## src/hdl/cow_pkg.sv

```systemverilog
// shared constants and carrier types for the compare-output waveform unit
package cow_pkg;
    localparam logic [2:0] REG_CTRL_A = 3'h0;
    localparam logic [2:0] REG_CTRL_B = 3'h1;
    localparam logic [2:0] REG_CMP_A = 3'h2;
    localparam logic [2:0] REG_CMP_B = 3'h3;
    localparam logic [2:0] REG_CMP_C = 3'h4;
    localparam logic [2:0] REG_CAPTURE = 3'h5;
    localparam logic [2:0] REG_COUNT = 3'h6;
    localparam logic [2:0] REG_STATUS = 3'h7;
    localparam int CHAN_A_MODE_POS = 6;
    localparam int CHAN_B_MODE_POS = 4;
    localparam int CHAN_C_MODE_POS = 2;
    localparam int WAVE_LO_POS = 0;
    localparam int WAVE_HI_POS = 3;
    localparam logic [7:0] CTRL_A_RESET = 8'h00;
    localparam logic [7:0] CTRL_B_RESET = 8'h00;
    localparam logic [15:0] CMP_RESET = 16'h0000;
    localparam logic [15:0] BOTTOM = 16'h0000;
    localparam logic [15:0] MAX_COUNT = 16'hFFFF;
    localparam logic [15:0] TOP_8BIT = 16'h00FF;
    localparam logic [15:0] TOP_9BIT = 16'h01FF;
    localparam logic [15:0] TOP_10BIT = 16'h03FF;
    localparam logic [1:0] OM_OFF = 2'h0;
    localparam logic [1:0] OM_TOGGLE = 2'h1;
    localparam logic [1:0] OM_CLEAR = 2'h2;
    localparam logic [1:0] OM_SET = 2'h3;

    typedef enum logic [1:0] {CLS_NON_PWM, CLS_FAST, CLS_DUAL} cow_class_e;
    typedef enum logic [1:0] {TOP_FIXED, TOP_CMP_A, TOP_CAPTURE} cow_top_src_e;
    typedef enum logic [1:0] {UPD_IMMEDIATE, UPD_TOP, UPD_BOTTOM} cow_update_e;

    typedef struct packed {
        cow_class_e cls;
        cow_top_src_e top_src;
        cow_update_e update;
        logic ovf_at_bottom;
        logic [15:0] fixed_top;
    } cow_mode_s;

    typedef struct packed {
        logic [2:0] addr;
        logic [15:0] wdata;
        logic wr;
        logic rd;
    } cow_bus_s;
endpackage : cow_pkg

```

## src/hdl/cow_unit.sv

```systemverilog
// compare-output waveform unit: 16-bit counter, three compare channels
//
// Contract
// - One clock only; prescaled tick is a one-cycle count enable.
// - Double-buffered modes load active compare values only at update point.
// - Phase-and-frequency-correct modes load compare values at BOTTOM.
// - Bottom-flagged modes set overflow at BOTTOM with TOP-like timing.
// - Clear-on-match and fast PWM count TOP-1, TOP, BOTTOM, BOTTOM+1.
// - Dual-slope modes count TOP-1, TOP, TOP-1, TOP-2.
// - Control A: A mode 7:6, B 5:4, C 3:2, waveform low 1:0.
// - Nonzero output mode makes the channel drive its pin, except toggle outside its allowed modes.
// - Output mode meaning depends on non-PWM, fast, or dual-slope class.
// - Output mode 00 leaves the pin to the port in every class.
// - Non-PWM: 01 toggles, 10 clears, 11 sets on match.
// - Fast PWM 01 toggles A only in modes 14 and 15.
// - Fast PWM 10 clears on match, sets at TOP; 11 inverse.
// - Fast PWM: compare equal to TOP with upper bit set ignores match.
// - Dual-slope 01 toggles A only in modes 8 to 11.
// - Dual-slope 10 clears up-counting match, sets down-counting; 11 inverse.
// - Waveform mode joins two bits of each control register.
// - Dual-slope counts from zero up to TOP and back.
//
// The plain strobed port and the register addresses are this design's own decisions.
module cow_unit
    import cow_pkg::*;
(
    // clock, reset, enable
    input wire logic clk,
    input wire logic rst_b,
    input wire logic clk_en,
    // prescaled count tick
    input wire logic timer_count_enable,
    // register port
    input wire logic [2:0] reg_addr,
    input wire logic [15:0] reg_wdata,
    input wire logic reg_wr,
    input wire logic reg_rd,
    output logic [15:0] reg_rdata,
    // waveform outputs and pin overrides
    output logic [2:0] wave_out,
    output logic [2:0] port_override
);

    ////////////////////////////////////////////////////////////////////////
    typedef struct packed {
        logic [7:0] ctrl_a;
        logic [7:0] ctrl_b;
        logic [2:0][15:0] cmp_buf;
        logic [2:0][15:0] compare_value;
        logic [15:0] capture_value;
        logic [15:0] counter_value;
        logic count_down;
        logic overflow_flag;
        logic capture_flag;
        logic [2:0] compare_match_flag;
        logic [2:0] wave;
        logic [2:0] override;
        logic [15:0] rdata;
    } cow_state_s;

    cow_state_s cur;
    cow_state_s next_cur;

    ////////////////////////////////////////////////////////////////////////
    function automatic cow_mode_s decode_mode(input logic [3:0] wm);
        cow_mode_s m;
        m.cls = CLS_NON_PWM;
        m.top_src = TOP_FIXED;
        m.update = UPD_IMMEDIATE;
        m.ovf_at_bottom = 1'b0;
        m.fixed_top = MAX_COUNT;
        case (wm)
            4'h1, 4'h2, 4'h3:
            begin
                m.cls = CLS_DUAL;
                m.update = UPD_TOP;
                m.ovf_at_bottom = 1'b1;
            end
            4'h4:
            begin
                m.top_src = TOP_CMP_A;
            end
            4'h5, 4'h6, 4'h7:
            begin
                m.cls = CLS_FAST;
                m.update = UPD_TOP;
            end
            4'h8, 4'h9:
            begin
                m.cls = CLS_DUAL;
                m.update = UPD_BOTTOM;
                m.ovf_at_bottom = 1'b1;
                m.top_src = wm[0] ? TOP_CMP_A : TOP_CAPTURE;
            end
            4'hA, 4'hB:
            begin
                m.cls = CLS_DUAL;
                m.update = UPD_TOP;
                m.ovf_at_bottom = 1'b1;
                m.top_src = wm[0] ? TOP_CMP_A : TOP_CAPTURE;
            end
            4'hC:
            begin
                m.top_src = TOP_CAPTURE;
            end
            4'hE, 4'hF:
            begin
                m.cls = CLS_FAST;
                m.update = UPD_TOP;
                m.top_src = wm[0] ? TOP_CMP_A : TOP_CAPTURE;
            end
            default:
            begin
                m.cls = CLS_NON_PWM;
            end
        endcase
        case (wm[1:0])
            2'h1: m.fixed_top = TOP_8BIT;
            2'h2: m.fixed_top = TOP_9BIT;
            2'h3: m.fixed_top = TOP_10BIT;
            default: m.fixed_top = MAX_COUNT;
        endcase
        return m;
    endfunction : decode_mode

    ////////////////////////////////////////////////////////////////////////
    logic [3:0] waveform_mode;
    cow_mode_s mode;
    logic [15:0] top;
    logic at_top;
    logic at_bottom;
    logic update_now;

    assign waveform_mode = {cur.ctrl_b[WAVE_HI_POS +: 2], cur.ctrl_a[WAVE_LO_POS +: 2]};
    assign mode = decode_mode(waveform_mode);

    always_comb
    begin
        case (mode.top_src)
            TOP_CMP_A: top = cur.compare_value[0];
            TOP_CAPTURE: top = cur.capture_value;
            default: top = mode.fixed_top;
        endcase
    end

    assign at_top = cur.counter_value == top;
    assign at_bottom = cur.counter_value == BOTTOM;

    always_comb
    begin
        case (mode.update)
            UPD_TOP: update_now = timer_count_enable && at_top;
            UPD_BOTTOM: update_now = timer_count_enable && at_bottom;
            default: update_now = 1'b0;
        endcase
    end

    ////////////////////////////////////////////////////////////////////////
    // per-channel output action, indexed 0=A, 1=B, 2=C
    logic [2:0][1:0] chan_mode;
    logic [2:0] chan_live;
    logic [2:0] next_wave;

    generate
        for (genvar ch = 0; ch < 3; ch++)
        begin : g_chan
            localparam int POS = (ch == 0) ? CHAN_A_MODE_POS :
                                 (ch == 1) ? CHAN_B_MODE_POS : CHAN_C_MODE_POS;
            logic match;
            logic toggle_ok;

            assign chan_mode[ch] = cur.ctrl_a[POS +: 2];
            assign match = timer_count_enable && (cur.counter_value == cur.compare_value[ch]);

            // toggle in PWM classes is for channel A only, in fast modes 14 and 15 and dual-slope modes 8 to 11
            always_comb
            begin
                case (mode.cls)
                    CLS_FAST: toggle_ok = (ch == 0) && (waveform_mode[3:1] == 3'h7);
                    CLS_DUAL: toggle_ok = (ch == 0) && (waveform_mode[3:2] == 2'h2);
                    default: toggle_ok = 1'b1;
                endcase
            end

            // toggle outside its allowed modes leaves the pin to the port
            assign chan_live[ch] = |chan_mode[ch] && (chan_mode[ch] != OM_TOGGLE || toggle_ok);

            always_comb
            begin
                next_wave[ch] = cur.wave[ch];
                case (mode.cls)
                    CLS_FAST:
                    begin
                        if (chan_mode[ch][1])
                        begin
                            // match at TOP is ignored; only the TOP action applies
                            if (timer_count_enable && at_top)
                                next_wave[ch] = ~chan_mode[ch][0];
                            else if (match)
                                next_wave[ch] = chan_mode[ch][0];
                        end
                        else if (chan_mode[ch] == OM_TOGGLE && toggle_ok && match)
                            next_wave[ch] = ~cur.wave[ch];
                    end
                    CLS_DUAL:
                    begin
                        if (chan_mode[ch][1] && match)
                            next_wave[ch] = chan_mode[ch][0] ^ cur.count_down;
                        else if (chan_mode[ch] == OM_TOGGLE && toggle_ok && match)
                            next_wave[ch] = ~cur.wave[ch];
                    end
                    default:
                    begin
                        if (match)
                        begin
                            case (chan_mode[ch])
                                OM_TOGGLE: next_wave[ch] = ~cur.wave[ch];
                                OM_CLEAR: next_wave[ch] = 1'b0;
                                OM_SET: next_wave[ch] = 1'b1;
                                default: next_wave[ch] = cur.wave[ch];
                            endcase
                        end
                    end
                endcase
            end
        end
    endgenerate

    ////////////////////////////////////////////////////////////////////////
    always_comb
    begin
        next_cur = cur;
        next_cur.rdata = 16'h0000;

        // counter; timer_count_enable is only an enable, never a clock
        if (timer_count_enable)
        begin
            if (mode.cls == CLS_DUAL)
            begin
                if (at_top && !cur.count_down)
                begin
                    next_cur.count_down = 1'b1;
                    next_cur.counter_value = cur.counter_value - 16'h0001;
                end
                else if (at_bottom && cur.count_down)
                begin
                    next_cur.count_down = 1'b0;
                    next_cur.counter_value = cur.counter_value + 16'h0001;
                end
                else if (cur.count_down)
                    next_cur.counter_value = cur.counter_value - 16'h0001;
                else
                    next_cur.counter_value = cur.counter_value + 16'h0001;
            end
            else
            begin
                next_cur.count_down = 1'b0;
                if (at_top && mode.top_src != TOP_FIXED || at_top && mode.cls == CLS_FAST)
                    next_cur.counter_value = BOTTOM;
                else
                    next_cur.counter_value = cur.counter_value + 16'h0001;
            end
        end

        // flags: a set of a flag that was clear wins over a same-cycle clear; an already-set flag is cleared
        if (timer_count_enable)
        begin
            if (mode.ovf_at_bottom ? (at_bottom && cur.count_down) :
                (mode.cls == CLS_FAST ? at_top : cur.counter_value == MAX_COUNT))
                next_cur.overflow_flag = 1'b1;
            if (mode.top_src == TOP_CAPTURE && at_top)
                next_cur.capture_flag = 1'b1;
            for (int i = 0; i < 3; i++)
            begin
                if (cur.counter_value == cur.compare_value[i])
                    next_cur.compare_match_flag[i] = 1'b1;
            end
        end

        if (update_now)
            next_cur.compare_value = cur.cmp_buf;

        next_cur.wave = next_wave;
        for (int i = 0; i < 3; i++)
            next_cur.override[i] = chan_live[i];

        // register writes
        if (reg_wr)
        begin
            case (reg_addr)
                REG_CTRL_A: next_cur.ctrl_a = reg_wdata[7:0];
                REG_CTRL_B: next_cur.ctrl_b = reg_wdata[7:0];
                REG_CMP_A, REG_CMP_B, REG_CMP_C:
                begin
                    next_cur.cmp_buf[reg_addr - REG_CMP_A] = reg_wdata;
                    if (mode.update == UPD_IMMEDIATE)
                        next_cur.compare_value[reg_addr - REG_CMP_A] = reg_wdata;
                end
                REG_CAPTURE: next_cur.capture_value = reg_wdata;
                REG_COUNT: next_cur.counter_value = reg_wdata;
                REG_STATUS:
                begin
                    // write one to clear; a same-cycle hardware set is kept only if the flag was clear before
                    next_cur.overflow_flag = next_cur.overflow_flag & ~(reg_wdata[0] & ~(next_cur.overflow_flag
                        & ~cur.overflow_flag));
                    next_cur.capture_flag = next_cur.capture_flag & ~(reg_wdata[1] & ~(next_cur.capture_flag
                        & ~cur.capture_flag));
                    for (int i = 0; i < 3; i++)
                    begin
                        if (reg_wdata[2 + i] && cur.compare_match_flag[i])
                            next_cur.compare_match_flag[i] = next_cur.compare_match_flag[i]
                                & ~cur.compare_match_flag[i] & next_wave[i] ^ next_wave[i]
                                ? 1'b0 : 1'b0;
                    end
                end
                default: next_cur.ctrl_a = cur.ctrl_a;
            endcase
        end

        if (reg_rd)
        begin
            case (reg_addr)
                REG_CTRL_A: next_cur.rdata = {8'h00, cur.ctrl_a};
                REG_CTRL_B: next_cur.rdata = {8'h00, cur.ctrl_b};
                REG_CMP_A: next_cur.rdata = cur.cmp_buf[0];
                REG_CMP_B: next_cur.rdata = cur.cmp_buf[1];
                REG_CMP_C: next_cur.rdata = cur.cmp_buf[2];
                REG_CAPTURE: next_cur.rdata = cur.capture_value;
                REG_COUNT: next_cur.rdata = cur.counter_value;
                REG_STATUS: next_cur.rdata = {8'h00, cur.count_down, cur.wave[2:0], cur.compare_match_flag[2],
                    cur.compare_match_flag[1:0] , cur.capture_flag} << 1 | {15'h0000, cur.overflow_flag};
                default: next_cur.rdata = 16'h0000;
            endcase
        end
    end

    ////////////////////////////////////////////////////////////////////////
    always_ff @(posedge clk or negedge rst_b)
    begin
        if (!rst_b)
        begin
            cur <= '0;
            cur.ctrl_a <= CTRL_A_RESET;
            cur.ctrl_b <= CTRL_B_RESET;
        end
        else if (clk_en)
            cur <= next_cur;
    end

    assign reg_rdata = cur.rdata;
    assign wave_out = cur.wave;
    assign port_override = cur.override;

endmodule : cow_unit

```

## config.mk

```make
export PLATFORM = sky130hd
export DESIGN_NAME = cow_unit
export DESIGN_NICKNAME = d
export VERILOG_FILES = /design/src/hdl/cow_pkg.sv /design/src/hdl/cow_unit.sv
export SDC_FILE = /design/constraint.sdc
export NUM_CORES = 1
export LEC_CHECK = 0
export BUFFER_PORTS_ARGS = -buffer_cell sky130_fd_sc_hd__buf_2
export CAP_MARGIN = 20
export CORE_ASPECT_RATIO = 1.25
export CORE_MARGIN = 2
export CORE_UTILIZATION = 50
export CTS_BUF_LIST = sky130_fd_sc_hd__clkbuf_16
export DETAILED_ROUTE_END_ITERATION = 12
export PLACE_DENSITY = 0.67
export SYNTH_ARGS = -nofsm -noshare
export SYNTH_HDL_FRONTEND = slang
export SYNTH_SLANG_ARGS = --single-unit
export TNS_END_PERCENT = 1
```

## constraint.sdc

```tcl
create_clock -name clk -period 5.8 [get_ports clk]
set_clock_uncertainty 0.05 [all_clocks]
set_input_delay 1.16 -clock clk [delete_from_list [all_inputs] [get_ports clk]]
set_output_delay 1.16 -clock clk [all_outputs]
set_load 0.02 [all_outputs]
```

Word-level counts from Yosys, hierarchy flattened:

Index checks and enable logic that the tools add are counted.

* $add $sub $neg: 3
* $lt $le $gt $ge: 2
* equality and inequality tests: 53
* mux-type cells: 66
* bitwise logic cells: 22
* reduce and logical (&&, ||, !) cells: 59

Operators by type and width (number)
* $mux 48: 3
* $pmux 16 s8: 1
* $mux 16: 7
* $bwmux 48: 2
* $mux 80: 1
* $eq 16x16->1: 4
* $mux 17: 3
* $pmux 16 s3: 1
* $demux 16 s2: 1
* $pmux 16 s2: 1
* $mux 1: 31
* $eq 4x4->1 const B: 7
* $logic_and 1x1->1: 26
* $eq 2x2->1 const B: 12
* $add 16x1->16 const B: 1
* $eq 16x16->1 const B: 1
* $eq 4x3->1 const B: 4
* $logic_not 16->1: 1
* $sub 16x1->16 const B: 1
* $eq 3x3->1 const B: 5
* $mux 5: 3
* $reduce_and 3->1: 5
* $reduce_bool 5->1: 3
* $eq 2x1->1 const B: 7
* 32 further kinds: 74

* bits in registers: 172
* word-level logic and storage cells: 224

Logic depth before layout (Yosys ltp):

Gate-level depths: netlist (run 1).

* word-level depth: 17
* mapped depth: 20
* depth with buffers taken out: 17

Worst setup path after synthesis (run 1):

Ideal clock, no wire load.

* path kind: flip-flop to flip-flop
* start: reg cur[164] (netlist bit)
* end: reg cur[107] (netlist bit)
* library setup time: 143 ps
* arrival time: 3976 ps
* slack: 1631 ps
* stages on the path, launching flop included: 19
* buffers on the path: 2
* period minus slack after synthesis: 4169 ps
* cell sequence: dfrtp_1 -> inv_1 -> ha_1 -> nor2_1 -> a21oi_1 -> o21ai_0 -> inv_1 -> ha_1 -> buf_2 -> a221oi_1 -> xnor2_1 -> o2111ai_1 -> or4_4 -> nor4_4 -> a22o_4 -> nand3_2 -> clkbuf_1 -> o22ai_1 -> a2bb2oi_2

* word-level cells in the longest chain between the ends: 13

RTL lines
* from (decl): RTL line cow_unit.sv:61 `cow_state_s cur;`
* from (signal assigned): RTL line cow_unit.sv:347 `cur <= next_cur;`
* $eq 4x4->1: RTL line cow_unit.sv:72 `case (wm)`
* $reduce_or 6->1 (no source line)
* $pmux 2 s3: RTL line cow_unit.sv:72
* $eq 2x2->1 or $eq 2x1->1 (tied branches): RTL line cow_unit.sv:139 `case (mode.top_src)`
* $pmux 16 s2: RTL line cow_unit.sv:139
* $eq 16x16->1: RTL line cow_unit.sv:146 `assign at_top = cur.counter_value == top;`
* $logic_and 1x1->1: RTL line cow_unit.sv:152 `UPD_TOP: update_now = timer_count_enable && at_top;`
* $pmux 1 s2: RTL line cow_unit.sv:151 `case (mode.update)`
* $mux 48: RTL line cow_unit.sv:280 `if (update_now)`
* $bwmux 48: RTL line cow_unit.sv:297 `next_cur.compare_value[reg_addr - REG_CMP_A] = reg_wdata;`
* $mux 48: RTL line cow_unit.sv:296 `if (mode.update == UPD_IMMEDIATE)`
* $mux 48: RTL line cow_unit.sv:290 `case (reg_addr)`
* $mux 80 *: RTL line cow_unit.sv:288 `if (reg_wr)`

Every way passes the cells marked *; elsewhere a longest branch is shown, timed or not.
A chain may end at the register's enable or synchronous reset.

Final worst setup path (run 1):

* start: reg cur[164] (netlist bit)
* end: reg cur[32] (netlist bit)

* word-level cells in the longest chain between the ends: 13

RTL lines
* $eq 4x4->1: RTL line cow_unit.sv:72
* $reduce_or 6->1 (no source line)
* $pmux 2 s3: RTL line cow_unit.sv:72
* $eq 2x2->1 or $eq 2x1->1 (tied branches): RTL line cow_unit.sv:139
* $pmux 16 s2: RTL line cow_unit.sv:139
* $eq 16x16->1: RTL line cow_unit.sv:146
* $logic_and 1x1->1: RTL line cow_unit.sv:258 `if (at_top && mode.top_src != TOP_FIXED || at_top && mode.cls == CLS_FAST)`
* $logic_or 1x1->1: RTL line cow_unit.sv:258
* $mux 16: RTL line cow_unit.sv:258
* $mux 17 *: RTL line cow_unit.sv:238 `if (mode.cls == CLS_DUAL)`
* $mux 17 *: RTL line cow_unit.sv:236 `if (timer_count_enable)`
* $mux 16: RTL line cow_unit.sv:290
* $mux 80 *: RTL line cow_unit.sv:288

Marked as above.

==> metrics.txt, run 1 <==
Rel. slew slack=0.3243; Area Overhead vs Synth=7.606%; CTS tree=yes; Async S/R FF share, synth=1.000; Ys Warns=0; Lkg Pwr=4.804 nW; commonest non-fill, non-tap cell in the layout=dfrtp_1; Seq cells post-synth=172; Internal=2.855 mW; Final Cycle Share=0.8602; synthesized net count=1,084; # setup viols final=0; power after layout=4.694 mW; endpoint type of the worst setup path=register; antenna violations before repair=0; cell count after synthesis=1,043; Sequential Power Share=0.426; CP required=6.08 ns; Reg clk slew, reported paths=0.07 ns; layout net count=1,055; placed insts=1,268; root buf cell=clkbuf_16; Multi-input gate area=5655 µm²; clk_lat worst skew=0.45 ns; Crit Path Category=reg -> reg; num rows=59; status=completed; CTS max path bufs=2; count of cell types in the netlist=75; gr ovfl total=0; register area=4304 µm²; ANT nets after route=0; Tmin final=4.989 ns; clock sinks=172; Clk pwr share=0.246; crit path DAT=5.27 ns; Port Buffer Count=46; io pins=47; CORE AREA=20,820 µm²; synthesized area=10,630 µm²; sw power=1.840 mW; Post-CTS Resized=0; first-pass GRT wire length=52,390 µm; # diodes=0; EDFF count, synth=0; vias per cell=6.602; DIE AREA=22,440 µm²; RD Place Congestion=0.9641; Die W=134.4 µm; Max Freq=0.2004 GHz; Max IR drop VDD=236.3 µV; largest net degree at the start of global routing=92; Non-Filler Instances=1,301; Initial Utilization=0.5105; ys flop type=dfrtp_1; TNS Setup=0 ns; Core Util, Final=0.5493; GRT Overall Usage=0.3081; Worst-Margin Slew=1.004 ns; setup bufs post-CTS=0; starting DRC count in detailed routing=917; Fillers=1,818; Mapped Avg Cell Area=10.19 µm²; max-slew violation count=0; Hold Vio Cnt, Final=0; crit path max fanout=19; drt pass-1 iters=6; Routed WL per cell=25.78 µm; Gate power share=0.328; unrepaired setup endpoints after global routing=false; CP startpoint kind=register; CTS Hold Bufs=0; worst min-delay path category=reg -> reg; H-tree Lvls=4; Sw Share=0.3919; Post-DP HPWL=23,260 µm; Seq/Total Area, Yosys=0.4050; share of layout cells above drive strength 1=0.2317; Routed WL=33,540 µm; # Max-Cap Violations=0; Die Ht=167 µm; most frequent cells in the layout=172 x dfrtp_1, 83 x mux2_2, 68 x o22ai_1, 61 x nand2_1, 60 x xnor2_1; CTS Buf Count=17; vias=8,589; PD cells=410.5 nW/µm²; vias in the first global route=8,391; DRC errors left=0
final timing paths:
path                           from      end  cells after the start  slack [ns]
min                         cur[24]  cur[24]                      1        0.45
max reg2reg                cur[164]  cur[32]                     15        0.81
min reg2reg                 cur[24]  cur[24]                      1        0.45
max                        cur[164]  cur[32]                     15        0.81
min in group asynchronous     rst_b  cur[37]                      1        0.68
max in group asynchronous     rst_b  cur[80]                      2        4.02
critical path, cell delays in order (launching register included):
cell and delay [ns]:
dfrtp_1 0.50, inv_1 0.13, ha_1 0.22, nor2_1 0.17, a21oi_1 0.09, o21ai_0 0.35
ha_1 0.61, nor2b_1 0.51, o2111ai_1 0.19, or4_4 0.55, nor4_4 0.31, buf_4 0.29
o211ai_4 0.25, mux2i_1 0.32, mux2i_1 0.25, nor2_1 0.06
routing by layer:
metal	up-vias	share of wire	global-route usage
li1	3819	-	-
met1	4274	0.41	0.4082
met2	409	0.49	0.5053
met3	87	0.064	0.04932
met4	0	0.041	0.1213
met5	-	0	0
stage by stage:
step           hold slack [ns]  instance area [µm²]  setup slack (ns)
4_1_cts                 0.4402                11430            0.8931
3_3_place_gp            0.4203                10850             1.033
2_1_floorplan           0.3952                10630             1.631
5_1_grt                 0.4656                11440            0.4406
6_report                0.4493                11440            0.8107
3_5_place_dp            0.4290                10850            0.9117
synthesized netlist by cell type (6+ instances only):
master / count / area (µm²)
nand3_1: 23 / 115.1
a21oi_1: 28 / 140.1
nor4_1: 10 / 62.56
nor3_1: 13 / 65.06
or3_1: 10 / 62.56
o211ai_1: 8 / 60.06
nor2b_1: 11 / 68.82
buf_1: 11 / 41.29
o2111ai_1: 6 / 52.55
mux2i_1: 24 / 240.2
o22ai_1: 68 / 425.4
clkbuf_1: 68 / 255.2
buf_2: 9 / 45.04
nand2b_1: 9 / 56.30
xor2_1: 10 / 87.58
nor2_1: 26 / 97.59
xnor2_1: 60 / 525.5
a22oi_1: 11 / 82.58
o21ai_0: 46 / 230.2
mux2_2: 83 / 934.7
buf_4: 24 / 180.2
a31oi_1: 13 / 81.33
and3_1: 10 / 62.56
a2bb2oi_1: 18 / 157.7
ha_1: 16 / 200.2
inv_1: 38 / 142.6
dfrtp_1: 172 / 4304
a221oi_1: 23 / 201.4
nand4_1: 17 / 106.4
nand2_1: 61 / 229.0
a2bb2oi_2: 30 / 450.4
a22o_1: 9 / 78.83
power by group through the flow:
stage	clock network, mW	logic, mW	registers, mW
finish	1.15	1.54	2.00
global route	1.21	1.69	2.04
CTS	1.16	1.53	1.99
detailed placement	0	1.52	2.01
global placement	0	1.50	2.00
floorplan	0	1.39	1.69
cell type report:
class,count,area share
timing repair buffer,67,0.03578
sequential,172,0.3764
clock inverter,15,0.01368
inverter,38,0.01247
multi-input combinational,718,0.4945
tap,274,0.02998
clock buffer,17,0.03720
sequential cells by signal, summed over array words and instances, names as in the netlist:
signal	count
cur	144
chan_mode	6
port_override	3
wave_out	3
reg_rdata	16
logic make-up after synthesis:
logic type,count (synthesis),synth area share
AOI/OAI and AO/OA,306,0.2277
xor gates and xnor gates,70,0.05769
adders and majority gates,16,0.01884
buffers and inverters,153,0.06569
DFF,172,0.4050
muxes,111,0.1180
and+or+nand+nor,215,0.1071
No activity file was read; power rests on OpenSTA's default activity.
==> inputs of run 2 (changes only) <==
- ABC_AREA: unset -> 1
==> run 2 against run 1 <==
Net effect:
- die area grew 11%
- sequential share of layout area shrank 3.6 points
- combinational power grew 6%
- wire length grew 30%
- cell count grew 58%
- register-to-register slack gained 0.55 ns
- setup slack gained 0.55 ns
- hold slack lost 0.021 ns
- critical endpoint is now cur[87]
==> metrics.txt, run 2 <==
antenna violations before repair=0 (unchanged); cell count after synthesis=1,782 (+71%); most numerous cell in the Yosys netlist=nand2_1; Worst-Margin Slew=1.049 ns (+0.04520 ns); CP cell instances=inv_1, ha_1, inv_1, a21oi_1, a21oi_1, o22ai_1, inv_1, ha_1, inv_2, nand3_1, nand3_1, nand2_1, nor2_1, nand2_1, nor2_4, nand3_4, o21ai_4, buf_4, nand3_1, nand3_1, nand2_1, nand2_1; Core Util, Final=0.5381 (-0.01121); EDFF count, synth=0 (unchanged); starting DRC count in detailed routing=1,482 (+62%); endpoint type of the worst setup path=register; # diodes=0 (unchanged); Seq cells post-synth=172 (unchanged); Multi-input gate area=6289 µm² (+11%); Tmin final=4.443 ns (-0.5464 ns); Post-CTS Resized=0 (unchanged); vias=12,250 (+43%); Reg clk slew, reported paths=0.07 ns (about the same); num rows=63 (+6.8%); Hold Vio Cnt, Final=0 (unchanged); most frequent cells in the layout=614 x nand2_1, 179 x nand3_1, 178 x inv_1, 177 x o21ai_0, 172 x dfrtp_1; RD Place Congestion=0.9685 (+0.46%); PD cells=368.5 nW/µm² (-10%); CTS Buf Count=17 (unchanged); layout net count=1,795 (+70%); GRT Overall Usage=0.3611 (+0.05294); Port Buffer Count=46 (unchanged); DIE AREA=24,990 µm² (+11%); Mapped Avg Cell Area=6.660 µm² (-35%); crit path max fanout=48 (+29); Crit Path Category=reg -> reg; # setup viols final=0 (unchanged); register area=4304 µm² (unchanged); count of cell types in the netlist=42 (-44%); Largest register FFs=144 (unchanged); drt pass-1 iters=6 (unchanged); largest net degree at the start of global routing=92 (unchanged); vias in the first global route=11,400 (+36%); # Max-Cap Violations=0 (unchanged); CTS Hold Bufs=0 (unchanged); setup bufs post-CTS=0 (unchanged); Routed WL per cell=21.24 µm (-18%); synthesized area=11,870 µm² (+12%); Die W=141.8 µm (+5.5%); TNS Setup=0 ns (unchanged); vias per cell=5.950 (-9.9%); CP max stage cell=buf_4; DRC errors left=0 (unchanged); Max Freq=0.2251 GHz (+12%); unrepaired setup endpoints after global routing=false; CP required=6.13 ns (+0.05 ns); Routed WL=43,720 µm (+30%); clk_lat worst skew=0.44 ns (about the same); Area Overhead vs Synth=6.505%; ranking of synthesized cells by area=dfrtp_1 36%, nand2_1 19%, nand3_1 7.5%, o21ai_0 7.5%, inv_1 5.5%; first-pass GRT wire length=67,360 µm (+29%); synth cell count leaders=614 x nand2_1, 179 x nand3_1, 177 x o21ai_0; gr ovfl total=0 (unchanged); commonest non-fill, non-tap cell in the layout=nand2_1; ys flop type=dfrtp_1; CTS max path bufs=2 (unchanged); synthesized net count=1,823 (+68%); io pins=47 (unchanged); H-tree Lvls=4 (unchanged); CP startpoint kind=register; Rel. slew slack=0.2950 (-0.02934); CP max stage delay=0.49 ns (-0.12 ns); Seq/Total Area, Yosys=0.3626 (-0.04235); CTS tree=yes; Die Ht=176.3 µm (+5.5%); share of layout cells above drive strength 1=0.06678 (-0.1650); Lkg Pwr=6.494 nW (+35%); clock sinks=172 (unchanged); worst min-delay path category=reg -> reg; largest area contributor in the netlist=dfrtp_1; post-synth top area share=0.3626 (-0.04235); Ys Warns=0 (unchanged); status=completed; Async S/R FF share, synth=1.000 (unchanged); Initial Utilization=0.5053 (-0.005245); Fillers=2,344 (+29%); max-slew violation count=0 (unchanged); ANT nets after route=0 (unchanged); Max IR drop VDD=178.9 µV (-24%); Final Cycle Share=0.7660 (-0.09420); Top reg by flops=cur; Post-DP HPWL=31,380 µm (+35%); CORE AREA=23,490 µm² (+13%); crit path DAT=4.77 ns (-0.50 ns); root buf cell=clkbuf_16; hold_ws=0.4279 ns (-0.02145 ns)
run 2: metal layers:
layer | vias to the layer above | global-route usage | wire length (µm)
met5 | - | 0 | 0
met4 | 0 | 0.2063 | 2685
met3 | 134 | 0.07323 | 4099
met2 | 640 | 0.5500 | 19490
met1 | 5766 | 0.4797 | 17450
li1 | 5711 | - | -
run 2: per-stage QoR:
stage,power [mW],worst slack [ns],area (µm²),std cells
after CTS,4.624,1.426,12640,2059
after floorplan,2.944,2.316,11870,1782
after detailed placement,3.454,1.461,12060,2027
after global routing,4.944,0.9202,12640,2059
final,4.659,1.357,12640,2059
after global placement,3.426,1.547,12030,2026
run 2: final cells by class:
class                   count  area share
repair buffers             65     0.03157
well taps                 292     0.02890
flip-flops and latches    172      0.3405
clock buffers              17     0.03365
inverters                 187     0.05553
multi-input cells        1311      0.4975
clock inverters            15     0.01237
run 2: logic make-up (layout without fill, tap and decap cells):
kind of cell	count (synthesis)	in the layout	share of synthesized area
and+or+nand+nor	963	963	0.3399
buffers and inverters	299	284	0.1077
xor gates and xnor gates	44	44	0.03247
adders and majority gates	16	16	0.01687
DFF	172	172	0.3626
muxes	4	4	0.003795
AOI/OAI and AO/OA	284	284	0.1366
run 2: where the power goes:
group / internal, mW / switching (mW) / leakage [nW]
registers: 1.44 / 0.415 / 2.23
logic: 0.552 / 1.08 / 3.97
clock network: 0.670 / 0.502 / 0.294
total: 2.67 / 1.99 / 6.49
run 2: worst paths after layout:
path / from / endpoint / slack, ns / cells past startpoint
min reg2reg: reg_rdata[6] / reg_rdata[6] / 0.43 / 1
max: cur[165] / cur[87] / 1.36 / 22
min: reg_rdata[6] / reg_rdata[6] / 0.43 / 1
max in group asynchronous: rst_b / cur[105] / 3.78 / 2
min in group asynchronous: rst_b / wave_out[2] / 0.73 / 1
max reg2reg: cur[165] / cur[87] / 1.36 / 22
run 2: worst max-delay path: cells and delay by family, from the launching register on:
| kind | cells | cell delay [ns] |
|---|---|---|
| adder cells (fa/ha/maj) | 2 | 0.53 |
| flip-flops | 1 | 0.43 |
| AND/OR/NAND/NOR | 11 | 1.41 |
| buffers and inverters | 5 | 1.13 |
| AO/OA/AOI/OAI | 4 | 0.77 |
